--- src/shared/mua_pkg.sv ---
// Contract
// - Multiply-and-add sets null flag if sum is zero, msb flag from sum bit 31.
// - Multiply-and-add sets carry when the addition carries out, else clears it.
// - Add and subtract forms set range flag on signed overflow, else leave it.
// - Without saturation, positive overflow increments tally, negative overflow decrements it.
// - With saturation enabled, overflow clamps sum to 0x7FFFFFFF or 0x80000000.
// - Previous product shifts first: positive left with zero fill, negative arithmetic right.
// - Add form adds shifted product to sum and loads product with new upper half.
// - Plain form stores upper 32 bits of signed 32x32 product in product register.
// - Plain form decoded from two words, locator in low byte; one cycle; object mode 1.
// - Sum-destination form writes upper product half straight into the sum register.
// - Sum-destination form sets null flag if sum zero, msb flag from bit 31.
// - Sum-destination form has its own first word plus locator word; takes two cycles.
// - Subtract form subtracts shifted product from sum and loads product with new half.
// - Subtract form sets null flag if sum zero, msb flag from sum bit 31.
// - Subtract form clears carry on borrow and sets it when no borrow.
// - Subtract form has its own first word plus locator word; one cycle; object mode 1.
// - These multiplies never repeat: they clear the repeat countdown and run once.
package mua_pkg;

  localparam int DATA_W = 32;
  localparam int OVC_W = 6;
  localparam int PM_W = 5;
  localparam int RPT_W = 8;

  // Register byte offsets
  localparam logic [7:0] OFF_CTRL = 8'h00;
  localparam logic [7:0] OFF_STATUS = 8'h04;
  localparam logic [7:0] OFF_SUM = 8'h08;
  localparam logic [7:0] OFF_PROD = 8'h0C;
  localparam logic [7:0] OFF_MULT = 8'h10;
  localparam logic [7:0] OFF_TALLY = 8'h14;
  localparam logic [7:0] OFF_RPT = 8'h18;

  // Control fields
  localparam int CTRL_SAT_BIT = 0;
  localparam int CTRL_OBJ_BIT = 1;
  localparam int CTRL_PM_LSB = 4;

  // Status fields
  localparam int ST_NULL_BIT = 0;
  localparam int ST_MSB_BIT = 1;
  localparam int ST_CARRY_BIT = 2;
  localparam int ST_RANGE_BIT = 3;
  localparam int ST_ILL_BIT = 4;

  localparam logic [31:0] RST_WORD = 32'h0000_0000;
  localparam logic [PM_W-1:0] RST_PM = 5'h00;

  // Instruction words
  localparam logic [15:0] OPC_PLAIN = 16'h5667;
  localparam logic [15:0] OPC_SUMDEST = 16'h5663;
  localparam logic [15:0] OPC_ADD = 16'h5646;
  localparam logic [15:0] OPC_SUB = 16'h5645;
  localparam logic [7:0] OPC_W1_HIGH = 8'h00;

  localparam logic [31:0] SAT_POS = 32'h7FFF_FFFF;
  localparam logic [31:0] SAT_NEG = 32'h8000_0000;

  localparam logic [1:0] RESP_OKAY = 2'h0;
  localparam logic [1:0] RESP_SLVERR = 2'h2;

  typedef enum logic [2:0] {
    OP_NONE,
    OP_PLAIN,
    OP_SUMDEST,
    OP_ADD,
    OP_SUB
  } mua_op_t;

  typedef struct packed {
    logic [15:0] word0;
    logic [15:0] word1;
    logic [31:0] operand;
  } mua_issue_t;

  typedef struct packed {
    logic null_f;
    logic msb_f;
    logic carry_f;
    logic range_f;
  } mua_flags_t;

endpackage

--- src/rtl/mua_mul_high.sv ---
`timescale 1ns/10ps
module mua_mul_high #(
  parameter int W = 32
) (
  input wire logic [W-1:0] a,
  input wire logic [W-1:0] b,
  output logic [W-1:0] high
);
  logic signed [2*W-1:0] prod;

  always_comb begin
    prod = $signed(a) * $signed(b);
    high = prod[2*W-1:W];
  end
endmodule // mua_mul_high

--- src/rtl/mua_prod_shift.sv ---
`timescale 1ns/10ps
module mua_prod_shift #(
  parameter int W = 32,
  parameter int SW = 5
) (
  input wire logic [W-1:0] din,
  input wire logic [SW-1:0] sel,
  output logic [W-1:0] dout
);
  logic [SW-1:0] amt;

  // Selection is two's complement: positive shifts left, negative shifts right
  always_comb begin
    amt = SW'(-sel);
    if (sel[SW-1]) begin
      dout = W'($signed(din) >>> amt);
    end else begin
      dout = din << sel;
    end
  end
endmodule // mua_prod_shift

--- src/rtl/mua_top.sv ---
`timescale 1ns/10ps
module mua_top (
  input wire logic aclk,
  input wire logic aresetn,
  // AXI4-Lite slave
  input wire logic [7:0] s_axi_awaddr,
  input wire logic s_axi_awvalid,
  output logic s_axi_awready,
  input wire logic [31:0] s_axi_wdata,
  input wire logic [3:0] s_axi_wstrb,
  input wire logic s_axi_wvalid,
  output logic s_axi_wready,
  output logic [1:0] s_axi_bresp,
  output logic s_axi_bvalid,
  input wire logic s_axi_bready,
  input wire logic [7:0] s_axi_araddr,
  input wire logic s_axi_arvalid,
  output logic s_axi_arready,
  output logic [31:0] s_axi_rdata,
  output logic [1:0] s_axi_rresp,
  output logic s_axi_rvalid,
  input wire logic s_axi_rready,
  // Decoder issue port
  input wire mua_pkg::mua_issue_t issue,
  input wire logic issue_valid,
  output logic issue_ready,
  output logic done_q,
  output logic reject_q,
  output logic [7:0] operand_locator_q
);

  typedef enum logic [0:0] {
    ST_IDLE,
    ST_SUMDEST
  } mua_state_t;

  mua_state_t state_q;
  logic saturate_enable_q;
  logic object_mode_bit_q;
  logic [mua_pkg::PM_W-1:0] product_shift_sel_q;
  logic [31:0] sum_register_q;
  logic [31:0] product_q;
  logic [31:0] multiplicand_reg_q;
  logic [mua_pkg::OVC_W-1:0] overflow_tally_q;
  logic [mua_pkg::RPT_W-1:0] repeat_countdown_q;
  mua_pkg::mua_flags_t flags_q;
  logic illegal_q;
  logic [31:0] pending_q;

  logic aw_have_q;
  logic w_have_q;
  logic [7:0] aw_addr_q;
  logic [31:0] w_data_q;
  logic [3:0] w_strb_q;

  function automatic mua_pkg::mua_op_t decode_op(input logic [15:0] w0, input logic [15:0] w1);
    mua_pkg::mua_op_t op;
    op = mua_pkg::OP_NONE;
    if (w1[15:8] == mua_pkg::OPC_W1_HIGH) begin
      unique case (w0)
        mua_pkg::OPC_PLAIN: op = mua_pkg::OP_PLAIN;
        mua_pkg::OPC_SUMDEST: op = mua_pkg::OP_SUMDEST;
        mua_pkg::OPC_ADD: op = mua_pkg::OP_ADD;
        mua_pkg::OPC_SUB: op = mua_pkg::OP_SUB;
        default: op = mua_pkg::OP_NONE;
      endcase
    end
    return op;
  endfunction

  function automatic logic [31:0] merge_strb(input logic [31:0] old, input logic [31:0] nw,
                                             input logic [3:0] strb);
    logic [31:0] r;
    r = old;
    for (int i = 0; i < 4; i++) begin
      if (strb[i]) begin
        r[8*i +: 8] = nw[8*i +: 8];
      end
    end
    return r;
  endfunction

  // Datapath
  mua_pkg::mua_op_t op;
  logic take;
  logic exec_ok;
  logic [31:0] mul_hi;
  logic [31:0] shifted;
  logic [32:0] add_full;
  logic [31:0] diff;
  logic [31:0] raw;
  logic carry_n;
  logic ovf;
  logic ovf_pos;
  logic [31:0] acc_result;

  mua_mul_high #(
    .W(32)
  ) u_mul (
    .a(multiplicand_reg_q),
    .b(issue.operand),
    .high(mul_hi)
  );

  mua_prod_shift #(
    .W(32),
    .SW(mua_pkg::PM_W)
  ) u_shift (
    .din(product_q),
    .sel(product_shift_sel_q),
    .dout(shifted)
  );

  always_comb begin
    op = decode_op(issue.word0, issue.word1);
    take = issue_valid && issue_ready;
    exec_ok = take && (op != mua_pkg::OP_NONE) && object_mode_bit_q;
    add_full = {1'b0, sum_register_q} + {1'b0, shifted};
    diff = sum_register_q - shifted;
    if (op == mua_pkg::OP_SUB) begin
      raw = diff;
      carry_n = (sum_register_q >= shifted);
      ovf = (sum_register_q[31] != shifted[31]) && (diff[31] != sum_register_q[31]);
    end else begin
      raw = add_full[31:0];
      carry_n = add_full[32];
      ovf = (sum_register_q[31] == shifted[31]) && (add_full[31] != sum_register_q[31]);
    end
    // Overflow sign follows the original sum: a positive sum can only overflow upward
    ovf_pos = ovf && !sum_register_q[31];
    if (ovf && saturate_enable_q) begin
      acc_result = ovf_pos ? mua_pkg::SAT_POS : mua_pkg::SAT_NEG;
    end else begin
      acc_result = raw;
    end
  end

  logic accum_exec;
  assign accum_exec = exec_ok && (op == mua_pkg::OP_ADD || op == mua_pkg::OP_SUB);

  // Decoder handshake: the two-cycle form stalls the next issue
  assign issue_ready = (state_q == ST_IDLE);

  always_ff @(posedge aclk) begin
    if (!aresetn) begin
      state_q <= ST_IDLE;
      pending_q <= mua_pkg::RST_WORD;
    end else begin
      unique case (state_q)
        ST_IDLE: begin
          if (exec_ok && op == mua_pkg::OP_SUMDEST) begin
            state_q <= ST_SUMDEST;
            pending_q <= mul_hi;
          end
        end
        ST_SUMDEST: begin
          state_q <= ST_IDLE;
        end
      endcase
    end
  end

  always_ff @(posedge aclk) begin
    if (!aresetn) begin
      done_q <= 1'b0;
      reject_q <= 1'b0;
      operand_locator_q <= 8'h00;
    end else begin
      done_q <= (exec_ok && op != mua_pkg::OP_SUMDEST) || (state_q == ST_SUMDEST);
      reject_q <= take && !exec_ok;
      if (take) begin
        operand_locator_q <= issue.word1[7:0];
      end
    end
  end

  // AXI write channel capture
  logic wr_fire;
  assign wr_fire = aw_have_q && w_have_q && !s_axi_bvalid;
  assign s_axi_awready = !aw_have_q && !s_axi_bvalid;
  assign s_axi_wready = !w_have_q && !s_axi_bvalid;

  always_ff @(posedge aclk) begin
    if (!aresetn) begin
      aw_have_q <= 1'b0;
      w_have_q <= 1'b0;
      aw_addr_q <= 8'h00;
      w_data_q <= mua_pkg::RST_WORD;
      w_strb_q <= 4'h0;
      s_axi_bvalid <= 1'b0;
      s_axi_bresp <= mua_pkg::RESP_OKAY;
    end else begin
      if (s_axi_awvalid && s_axi_awready) begin
        aw_have_q <= 1'b1;
        aw_addr_q <= s_axi_awaddr;
      end
      if (s_axi_wvalid && s_axi_wready) begin
        w_have_q <= 1'b1;
        w_data_q <= s_axi_wdata;
        w_strb_q <= s_axi_wstrb;
      end
      if (wr_fire) begin
        aw_have_q <= 1'b0;
        w_have_q <= 1'b0;
        s_axi_bvalid <= 1'b1;
        unique case (aw_addr_q)
          mua_pkg::OFF_CTRL, mua_pkg::OFF_STATUS, mua_pkg::OFF_SUM, mua_pkg::OFF_PROD,
          mua_pkg::OFF_MULT, mua_pkg::OFF_TALLY, mua_pkg::OFF_RPT:
            s_axi_bresp <= mua_pkg::RESP_OKAY;
          default: s_axi_bresp <= mua_pkg::RESP_SLVERR;
        endcase
      end else if (s_axi_bvalid && s_axi_bready) begin
        s_axi_bvalid <= 1'b0;
      end
    end
  end

  function automatic logic wr_hit(input logic fire, input logic [7:0] a, input logic [7:0] off);
    return fire && (a == off);
  endfunction

  logic [31:0] ctrl_word;
  logic [31:0] status_word;
  always_comb begin
    ctrl_word = '0;
    ctrl_word[mua_pkg::CTRL_SAT_BIT] = saturate_enable_q;
    ctrl_word[mua_pkg::CTRL_OBJ_BIT] = object_mode_bit_q;
    ctrl_word[mua_pkg::CTRL_PM_LSB +: mua_pkg::PM_W] = product_shift_sel_q;
    status_word = '0;
    status_word[mua_pkg::ST_NULL_BIT] = flags_q.null_f;
    status_word[mua_pkg::ST_MSB_BIT] = flags_q.msb_f;
    status_word[mua_pkg::ST_CARRY_BIT] = flags_q.carry_f;
    status_word[mua_pkg::ST_RANGE_BIT] = flags_q.range_f;
    status_word[mua_pkg::ST_ILL_BIT] = illegal_q;
  end

  logic [31:0] ctrl_new;
  logic [31:0] status_new;
  assign ctrl_new = merge_strb(ctrl_word, w_data_q, w_strb_q);
  assign status_new = merge_strb(status_word, w_data_q, w_strb_q);

  // Control register: only software writes it
  always_ff @(posedge aclk) begin
    if (!aresetn) begin
      saturate_enable_q <= 1'b0;
      object_mode_bit_q <= 1'b0;
      product_shift_sel_q <= mua_pkg::RST_PM;
    end else if (wr_hit(wr_fire, aw_addr_q, mua_pkg::OFF_CTRL)) begin
      saturate_enable_q <= ctrl_new[mua_pkg::CTRL_SAT_BIT];
      object_mode_bit_q <= ctrl_new[mua_pkg::CTRL_OBJ_BIT];
      product_shift_sel_q <= ctrl_new[mua_pkg::CTRL_PM_LSB +: mua_pkg::PM_W];
    end
  end

  // Sum register: an executing instruction wins over a software write
  always_ff @(posedge aclk) begin
    if (!aresetn) begin
      sum_register_q <= mua_pkg::RST_WORD;
    end else if (state_q == ST_SUMDEST) begin
      sum_register_q <= pending_q;
    end else if (accum_exec) begin
      sum_register_q <= acc_result;
    end else if (wr_hit(wr_fire, aw_addr_q, mua_pkg::OFF_SUM)) begin
      sum_register_q <= merge_strb(sum_register_q, w_data_q, w_strb_q);
    end
  end

  // Product register: loaded by the plain, add and subtract forms
  always_ff @(posedge aclk) begin
    if (!aresetn) begin
      product_q <= mua_pkg::RST_WORD;
    end else if (exec_ok && op != mua_pkg::OP_SUMDEST) begin
      product_q <= mul_hi;
    end else if (wr_hit(wr_fire, aw_addr_q, mua_pkg::OFF_PROD)) begin
      product_q <= merge_strb(product_q, w_data_q, w_strb_q);
    end
  end

  always_ff @(posedge aclk) begin
    if (!aresetn) begin
      multiplicand_reg_q <= mua_pkg::RST_WORD;
    end else if (wr_hit(wr_fire, aw_addr_q, mua_pkg::OFF_MULT)) begin
      multiplicand_reg_q <= merge_strb(multiplicand_reg_q, w_data_q, w_strb_q);
    end
  end

  // Flags: plain form touches none of them
  always_ff @(posedge aclk) begin
    if (!aresetn) begin
      flags_q <= '0;
      illegal_q <= 1'b0;
    end else begin
      if (wr_hit(wr_fire, aw_addr_q, mua_pkg::OFF_STATUS)) begin
        flags_q.null_f <= status_new[mua_pkg::ST_NULL_BIT];
        flags_q.msb_f <= status_new[mua_pkg::ST_MSB_BIT];
        flags_q.carry_f <= status_new[mua_pkg::ST_CARRY_BIT];
        flags_q.range_f <= status_new[mua_pkg::ST_RANGE_BIT];
        illegal_q <= status_new[mua_pkg::ST_ILL_BIT];
      end
      if (state_q == ST_SUMDEST) begin
        flags_q.null_f <= (pending_q == 32'h0000_0000);
        flags_q.msb_f <= pending_q[31];
      end else if (accum_exec) begin
        flags_q.null_f <= (acc_result == 32'h0000_0000);
        flags_q.msb_f <= acc_result[31];
        flags_q.carry_f <= carry_n;
        if (ovf) begin
          flags_q.range_f <= 1'b1;
        end
      end
      if (take && !exec_ok) begin
        illegal_q <= 1'b1;
      end
    end
  end

  // Overflow tally wraps at its width, like any small counter
  always_ff @(posedge aclk) begin
    if (!aresetn) begin
      overflow_tally_q <= '0;
    end else if (accum_exec && ovf && !saturate_enable_q) begin
      if (ovf_pos) begin
        overflow_tally_q <= overflow_tally_q + 1'b1;
      end else begin
        overflow_tally_q <= overflow_tally_q - 1'b1;
      end
    end else if (wr_hit(wr_fire, aw_addr_q, mua_pkg::OFF_TALLY)) begin
      overflow_tally_q <= w_data_q[mua_pkg::OVC_W-1:0];
    end
  end

  // Countdown is loaded by the repeat instruction elsewhere; software stands in here
  always_ff @(posedge aclk) begin
    if (!aresetn) begin
      repeat_countdown_q <= '0;
    end else if (exec_ok) begin
      repeat_countdown_q <= '0;
    end else if (wr_hit(wr_fire, aw_addr_q, mua_pkg::OFF_RPT)) begin
      repeat_countdown_q <= w_data_q[mua_pkg::RPT_W-1:0];
    end
  end

  // AXI read channel
  assign s_axi_arready = !s_axi_rvalid;

  always_ff @(posedge aclk) begin
    if (!aresetn) begin
      s_axi_rvalid <= 1'b0;
      s_axi_rdata <= mua_pkg::RST_WORD;
      s_axi_rresp <= mua_pkg::RESP_OKAY;
    end else if (s_axi_arvalid && s_axi_arready) begin
      s_axi_rvalid <= 1'b1;
      s_axi_rresp <= mua_pkg::RESP_OKAY;
      unique case (s_axi_araddr)
        mua_pkg::OFF_CTRL: s_axi_rdata <= ctrl_word;
        mua_pkg::OFF_STATUS: s_axi_rdata <= status_word;
        mua_pkg::OFF_SUM: s_axi_rdata <= sum_register_q;
        mua_pkg::OFF_PROD: s_axi_rdata <= product_q;
        mua_pkg::OFF_MULT: s_axi_rdata <= multiplicand_reg_q;
        mua_pkg::OFF_TALLY: s_axi_rdata <= 32'(overflow_tally_q);
        mua_pkg::OFF_RPT: s_axi_rdata <= 32'(repeat_countdown_q);
        default: begin
          s_axi_rdata <= mua_pkg::RST_WORD;
          s_axi_rresp <= mua_pkg::RESP_SLVERR;
        end
      endcase
    end else if (s_axi_rready) begin
      s_axi_rvalid <= 1'b0;
    end
  end

endmodule // mua_top

--- config.mk ---
export PLATFORM = sky130hd
export DESIGN_NAME = mua_top
export DESIGN_NICKNAME = d
export VERILOG_FILES = /design/src/shared/mua_pkg.sv /design/src/rtl/mua_mul_high.sv /design/src/rtl/mua_prod_shift.sv /design/src/rtl/mua_top.sv
export SDC_FILE = /design/constraint.sdc
export NUM_CORES = 2
export LEC_CHECK = 0
export BUFFER_PORTS_ARGS = -buffer_cell sky130_fd_sc_hd__buf_2
export CORE_MARGIN = 2
export CORE_UTILIZATION = 40
export DETAILED_ROUTE_END_ITERATION = 12
export SLEW_MARGIN = 5
export SYNTH_ARGS = -nofsm -noshare
export SYNTH_HDL_FRONTEND = slang
export SYNTH_SLANG_ARGS = --single-unit
--- constraint.sdc ---
create_clock -name aclk -period 9.58 [get_ports aclk]
set_input_delay 0.958 -clock aclk [delete_from_list [all_inputs] [get_ports aclk]]
set_output_delay 0.958 -clock aclk [all_outputs]
set_load 0.005 [all_outputs]
* Word-level counts from Yosys, hierarchy flattened
Cells that the tools add are included.
** Cells by class
- Mux-type cells :: 37
- Add/subtract/negate cells :: 5
- Reductions and logical operators :: 80
- Shifts and indexed selects :: 2
- Multipliers :: 1
- Equality and inequality tests :: 24
- Order comparisons :: 1
- Bitwise gates (word level) :: 2
** Operators by type and width (number)
- two-way mux 32 bit :: 9
- case mux 32 bit (7 select lines) :: 1
- == test 16 x 15 -> 1 bit, second input constant :: 4
- logical NOT 32 bit :: 2
- multiplier 32 x 32 -> 64 bit :: 1
- == test 8 x 5 -> 1 bit, second input constant :: 6
- AND reduction 2 bit :: 17
- adder 32 x 32 -> 33 bit :: 1
- == test 8 x 4 -> 1 bit, second input constant :: 4
- >= comparator 32 bit :: 1
- two-way mux 8 bit :: 4
- << shifter 32 x 5 -> 32 bit :: 1
- >>> shifter 32 x 5 -> 32 bit :: 1
- subtractor 32 bit :: 1
- logical AND 1 bit :: 28
- logical NOT 8 bit :: 3
- nonzero test 3 bit :: 7
- nonzero test 2 bit :: 10
- two-way mux 6 bit :: 3
- == test 8 x 3 -> 1 bit, second input constant :: 2
- OR reduction 7 bit :: 2
- case mux 3 bit (4 select lines) :: 1
- two-way mux 1 bit :: 10
- two-way mux 2 bit :: 4
- other kinds (16) :: 29
** Storage, ports and cells
- Bits of input ports :: 124
- Output and inout bits :: 52
- Word-level logic and storage cells :: 190
- Register bits after elaboration :: 249

* Depth between registers and ports, before layout
- Word-level depth :: 13
- Gate-level depth with buffers :: 33

* Cells and area by module
A second synthesis with hierarchy kept.
** Second synthesis, totals
- Cells, all modules :: 6011
- Area, all modules :: 53279.8 um^2
** By module, submodules not included
- mua_mul_high :: cells an instance 3679, seq. area each 0.0 um^2, area each 34949.8 um^2, instances 1
- mua_top :: cells an instance 1933, seq. area each 4944.7 um^2, area each 14881.8 um^2, instances 1
- mua_prod_shift :: cells an instance 399, seq. area each 0.0 um^2, area each 3448.3 um^2, instances 1

* Worst setup path before layout
No wires, ideal clock.
- Path type :: input to register
- Start point :: input issue[2] (netlist bit)
- End point :: register product_q[29]
- Stages :: 26
- Slack :: 1346 ps
- Setup time :: 116 ps
- Path buffers :: 1
- Data arrival time :: 8118 ps
- Path through :: clkbuf_1 -> nand2_1 -> inv_1 -> fa_1 -> fa_1 -> fa_1 -> fa_1 -> inv_1 -> fa_1 -> inv_1 -> fa_1 -> inv_1 -> fa_1 -> inv_1 -> fa_1 -> ha_1 -> a21o_1 -> a21oi_1 -> o21bai_1 -> a21o_1 -> a21o_1 -> a21o_1 -> a21oi_1 -> o31ai_1 -> xor2_1 -> o211a_1
** Between the ends
- Longest elaborated chain between the ends :: 2
** RTL lines
- from (decl) :: RTL line mua_top.sv:24 : input wire mua_pkg::mua_issue_t issue,
- multiplier 32 x 32 -> 64 bit :: RTL line mua_mul_high.sv:12 : prod = $signed(a) * $signed(b);
- two-way mux 32 bit :: RTL line mua_top.sv:272 : end else if (exec_ok && op != mua_pkg::OP_SUMDEST) begin
- to (signal assigned) :: RTL line mua_top.sv:271 : product_q <= mua_pkg::RST_WORD;
- to (signal assigned) :: RTL line mua_top.sv:273 : product_q <= mul_hi;
- to (signal assigned) :: RTL line mua_top.sv:275 : product_q <= merge_strb(product_q, w_data_q, w_strb_q);
- to (decl) :: RTL line mua_top.sv:42 : logic [31:0] product_q;
No other way between the ends.
A chain may end at the register's enable or synchronous reset.

* Worst setup path in the final report
- Start point :: register multiplicand_reg_q[10]
- End point :: register pending_q[19]
** Between the ends
- Longest elaborated chain between the ends :: 1
** RTL lines
- from (decl) :: RTL line mua_top.sv:43 : logic [31:0] multiplicand_reg_q;
- from (signal assigned) :: RTL line mua_top.sv:281 : multiplicand_reg_q <= mua_pkg::RST_WORD;
- from (signal assigned) :: RTL line mua_top.sv:283 : multiplicand_reg_q <= merge_strb(multiplicand_reg_q, w_data_q, w_strb_q);
- multiplier 32 x 32 -> 64 bit :: RTL line mua_mul_high.sv:12
- to (signal assigned) :: RTL line mua_top.sv:147 : pending_q <= mua_pkg::RST_WORD;
- to (signal assigned) :: RTL line mua_top.sv:153 : pending_q <= mul_hi;
- to (decl) :: RTL line mua_top.sv:48 : logic [31:0] pending_q;
No other way between the ends.

==> reports/metrics.csv <==
stage;metric;value;unit
global_routing;grt.overflow.total;0;
floorplan;rows;134;
sta;post-route-min-period;8.69;ns
worst_setup_path;crit_path_end_kind;flip-flop;
clocking;clockBufferDepth;3;
worst_setup_path;critPathArrivalTime;9.06;ns
sta;rsz0062_at_grt;no;
finish;final_cell_area;0.0570;mm2
worst_hold_path;hold_end;operand_locator_q[0]$_SDFFE_PN0P_;
floorplan;die_w;370;um
worst_setup_path;critPathKind;flip-flop to flip-flop;
worst_hold_path;hold_start;operand_locator_q[0]$_SDFFE_PN0P_;
synth;ys_ff_latch;247;
sta;setup_viol;0;
sta;tns;0;ns
synth;ys_seq_area_frac;0.0924;
clocking;cts_htree_levels;1;
worst_setup_path;reg2reg_to;pending_q[19]$_SDFFE_PN0P_;
finish;drive_gt1_frac;0.0784;
route;ant_nets;0;
clocking;post-cts-setup-buffer-count;0;
finish;num-fill-cells;13279;
worst_hold_path;min_path_type;flip-flop to flip-flop;
floorplan;core_area;0.133;mm2
power_and_ir_drop;peakVddDrop;0.000133;V
route;drtIter0Drc;3972;
clocking;cts_resized;0;
power_and_ir_drop;seq_power_share;0.442;
outcome;status;finished clean;
clocking;cts_tree;done;
route;wl_per_cell;22.1;um
global_routing;antenna_found_initial;16;
synth;async_reset_ff_frac;0;
worst_hold_path;hold_depth;2;
synth;synth_mux_area_frac;0.0387;
route;vias;43223;
flow_run;drv_cap;0;
finish;stdcell_count;7819;
power_and_ir_drop;power_density;43.4;mW/mm2
sta;skew;0.0302;ns
finish;finalNetCount;7485;
clocking;cts_hold_buffers;0;
place;placed_cells;7766;
synth;synth_xor_xnor_area_share;0.0133;
worst_setup_path;regToRegSetupSlack;0.89;ns
synth;syn_area_per_cell;8.82;um2
global_routing;grt_max_degree;108;
place;port_buffers;173;
power_and_ir_drop;leakage;27.7;nW
route;drt_first_pass_iters;7;
synth;synth_cell_types;93;
sta;fin_crit_sh;0.907;
finish;multi_input_area;0.0432;mm2
clocking;cts_root_buffer;clkbuf_16;
power_and_ir_drop;p_switching;0.000723;W
worst_setup_path;startpoint_type;flip-flop;
sta;fmax;0.115;GHz
sta;tightest_slew;1.24;ns
place;placed_area;0.0562;mm2
place;place.gp.congestion;0.933;
power_and_ir_drop;switching_share;0.292;
sta;setup_slack;0.890;ns
floorplan;initial_core_util;0.402;
sta;relSlewSlack;0.172;
sta;drv_slew;0;
finish;ff_latch_area;0.00495;mm2
global_routing;grt_pass1_vias;45054;
power_and_ir_drop;p_int;0.00175;W
clocking;cts_sinks;247;
power_and_ir_drop;total_power;0.00247;W
sta;hold_viol;0;
floorplan;pin_count;176;
worst_setup_path;reg2reg_depth;26;
floorplan;die_y;370;um
synth;synth_edf_count;0;
route;drc_errors;0;
synth;yosys_most_used_dff;dfxtp_1;
synth;netlist_area;0.0535;mm2
power_and_ir_drop;pwr-share-comb;0.146;
synth;synth_compound_area_frac;0.112;
synth;synthCells;6063;
floorplan;die_area;0.137;mm2
power_and_ir_drop;p_clk_frac;0.411;
finish;area_delta_synth_final;6.64;%
synth;synthSimpleGateAreaFrac;0.180;
synth;yosysWarningCount;0;
synth;synth_top_family_by_area;adder cells;
place;dp_hpwl;140;mm
place;place_ws;0.534;ns
worst_setup_path;regToRegStartpoint;multiplicand_reg_q[10]$_SDFFE_PN0P_;
global_routing;grt_pass1_wl;270;mm
clocking;cts_made_buffers;28;
clocking;path_clk_slew;0.06;ns
global_routing;track_usage;0.257;
synth;synthAdderAreaFrac;0.464;
worst_setup_path;path_max_fanout;16;
route;viasPerCell;5.53;
route;wl;173;mm
worst_setup_path;cp_data_required_time;9.95;ns
clocking;clock_latency;0.56;ns
==> cell usage after synthesis (65+ instances only) <==
master / count / area (um2)
fa_1: 1084 / 21700
dfxtp_1: 247 / 4940
nor2_1: 135 / 507
ha_1: 249 / 3120
clkbuf_1: 339 / 1270
nand3_1: 129 / 646
mux2i_1: 65 / 651
a21oi_1: 192 / 961
nand2_1: 945 / 3550
inv_1: 1043 / 3920
nor2b_1: 65 / 407
o21ai_0: 176 / 881
a21boi_0: 103 / 773
and2_1: 528 / 3300
==> layout make-up <==
cell class | instances | area share
Antenna cell | 3 | 0.000132
Clock buffer | 48 | 0.0145
Clock inverter | 2 | 0.000373
Inverter | 1045 | 0.0688
Multi-Input combinational cell | 4403 | 0.758
Sequential cell | 247 | 0.0869
Tap cell | 1768 | 0.0388
Timing Repair Buffer | 303 | 0.0326
==> sequential cells by signal, summed over array words and instances (netlist names), 8 cells and up <==
name	cells
operand_locator_q	8
pending_q	32
aw_addr_q	8
product_q	32
multiplicand_reg_q	32
repeat_countdown_q	8
sum_register_q	32
s_axi_rdata	32
w_data_q	32
==> worst max-delay path, cell delays in order, from the launching register on <==
cell and delay, ns:
dfxtp_1 1.14, buf_4 0.33, nand2_1 0.09, fa_1 0.55, inv_1 0.05, fa_1 0.49
fa_1 0.57, fa_1 0.48, fa_1 0.53, fa_1 0.43, fa_1 0.50, inv_1 0.05
fa_1 0.47, inv_1 0.04, ha_1 0.40, nand4_1 0.17, nor4_1 0.29, o311a_1 0.23
o31ai_1 0.07, buf_4 0.18, a21boi_0 0.29, o21a_1 0.15, nor2_1 0.08, o31ai_1 0.36
nand2_1 0.13, o21ai_0 0.28, a31oi_1 0.14
==> how the worst max path moves through the flow <==
stage	from	endpoint	depth (start not counted)
floorplan	issue[2]	product_q[29]$_SDFFE_PN0P_	26
global placement	issue[5]	pending_q[23]$_SDFFE_PN0P_	27
detailed placement	issue[8]	pending_q[29]$_SDFFE_PN0P_	28
CTS	multiplicand_reg_q[10]$_SDFFE_PN0P_	pending_q[29]$_SDFFE_PN0P_	26
global route	multiplicand_reg_q[10]$_SDFFE_PN0P_	pending_q[19]$_SDFFE_PN0P_	26
finish	multiplicand_reg_q[10]$_SDFFE_PN0P_	pending_q[19]$_SDFFE_PN0P_	26
==> placed cells by master, fill, tap and decap left out, types with 23 or more instances in the layout <==
cell,instances
a21boi_0,103
and2_1,528
buf_4,129
a21oi_1,192
a31oi_1,24
clkbuf_16,28
fa_1,1084
nand2b_1,31
mux2_2,27
nand3_1,129
nor3_1,29
dfxtp_1,241
nor4_1,25
nand2_1,945
a21o_1,52
o211a_1,54
mux2i_1,65
xnor2_1,57
nor2b_1,64
mux4_2,49
o21ai_0,176
ha_1,249
inv_1,1043
a222oi_1,28
nand4_1,23
nor2_1,132
o21a_1,36
buf_2,172
==> power by group through the flow <==
stage	Clock (W)	Sequential, W	Combinational, W
floorplan	0	0.00109	0.000210
global placement	0	0.00112	0.000355
detailed placement	0	0.00112	0.000358
CTS	0.00102	0.00109	0.000359
global route	0.00106	0.00110	0.000397
finish	0.00102	0.00110	0.000362
==> metrics by stage <==
stage          hold slack (ns)   util
6_report                 0.462  0.428
5_1_grt                  0.487  0.428
4_1_cts                  0.466  0.428
3_5_place_dp             0.457  0.422
3_3_place_gp             0.447  0.422
2_1_floorplan            0.443      -
==> logic make-up (layout without fill, tap and decap cells) <==
| group | Yosys count | in the layout |
|---|---|---|
| adder cells (fa/ha/maj) | 1333 | 1333 |
| flip-flops | 247 | 247 |
| buffers and inverters | 1414 | 1398 |
| AO/OA/AOI/OAI | 861 | 861 |
| XOR/XNOR | 81 | 81 |
| multiplexers | 142 | 142 |
| other | 1 | 5 |
| AND/OR/NAND/NOR | 1984 | 1984 |
==> metal layers <==
layer / routed length [um] / part of all wire / vias up / track usage
li1: - / - / 18933 / -
met4: 6780 / 0.039 / 8 / 0.0829
met3: 12400 / 0.072 / 324 / 0.0295
met5: 45 / 0.00026 / - / 0
met1: 70100 / 0.41 / 22210 / 0.341
met2: 83600 / 0.48 / 1748 / 0.437
Note: power is estimated with default switching activity, not from simulation.
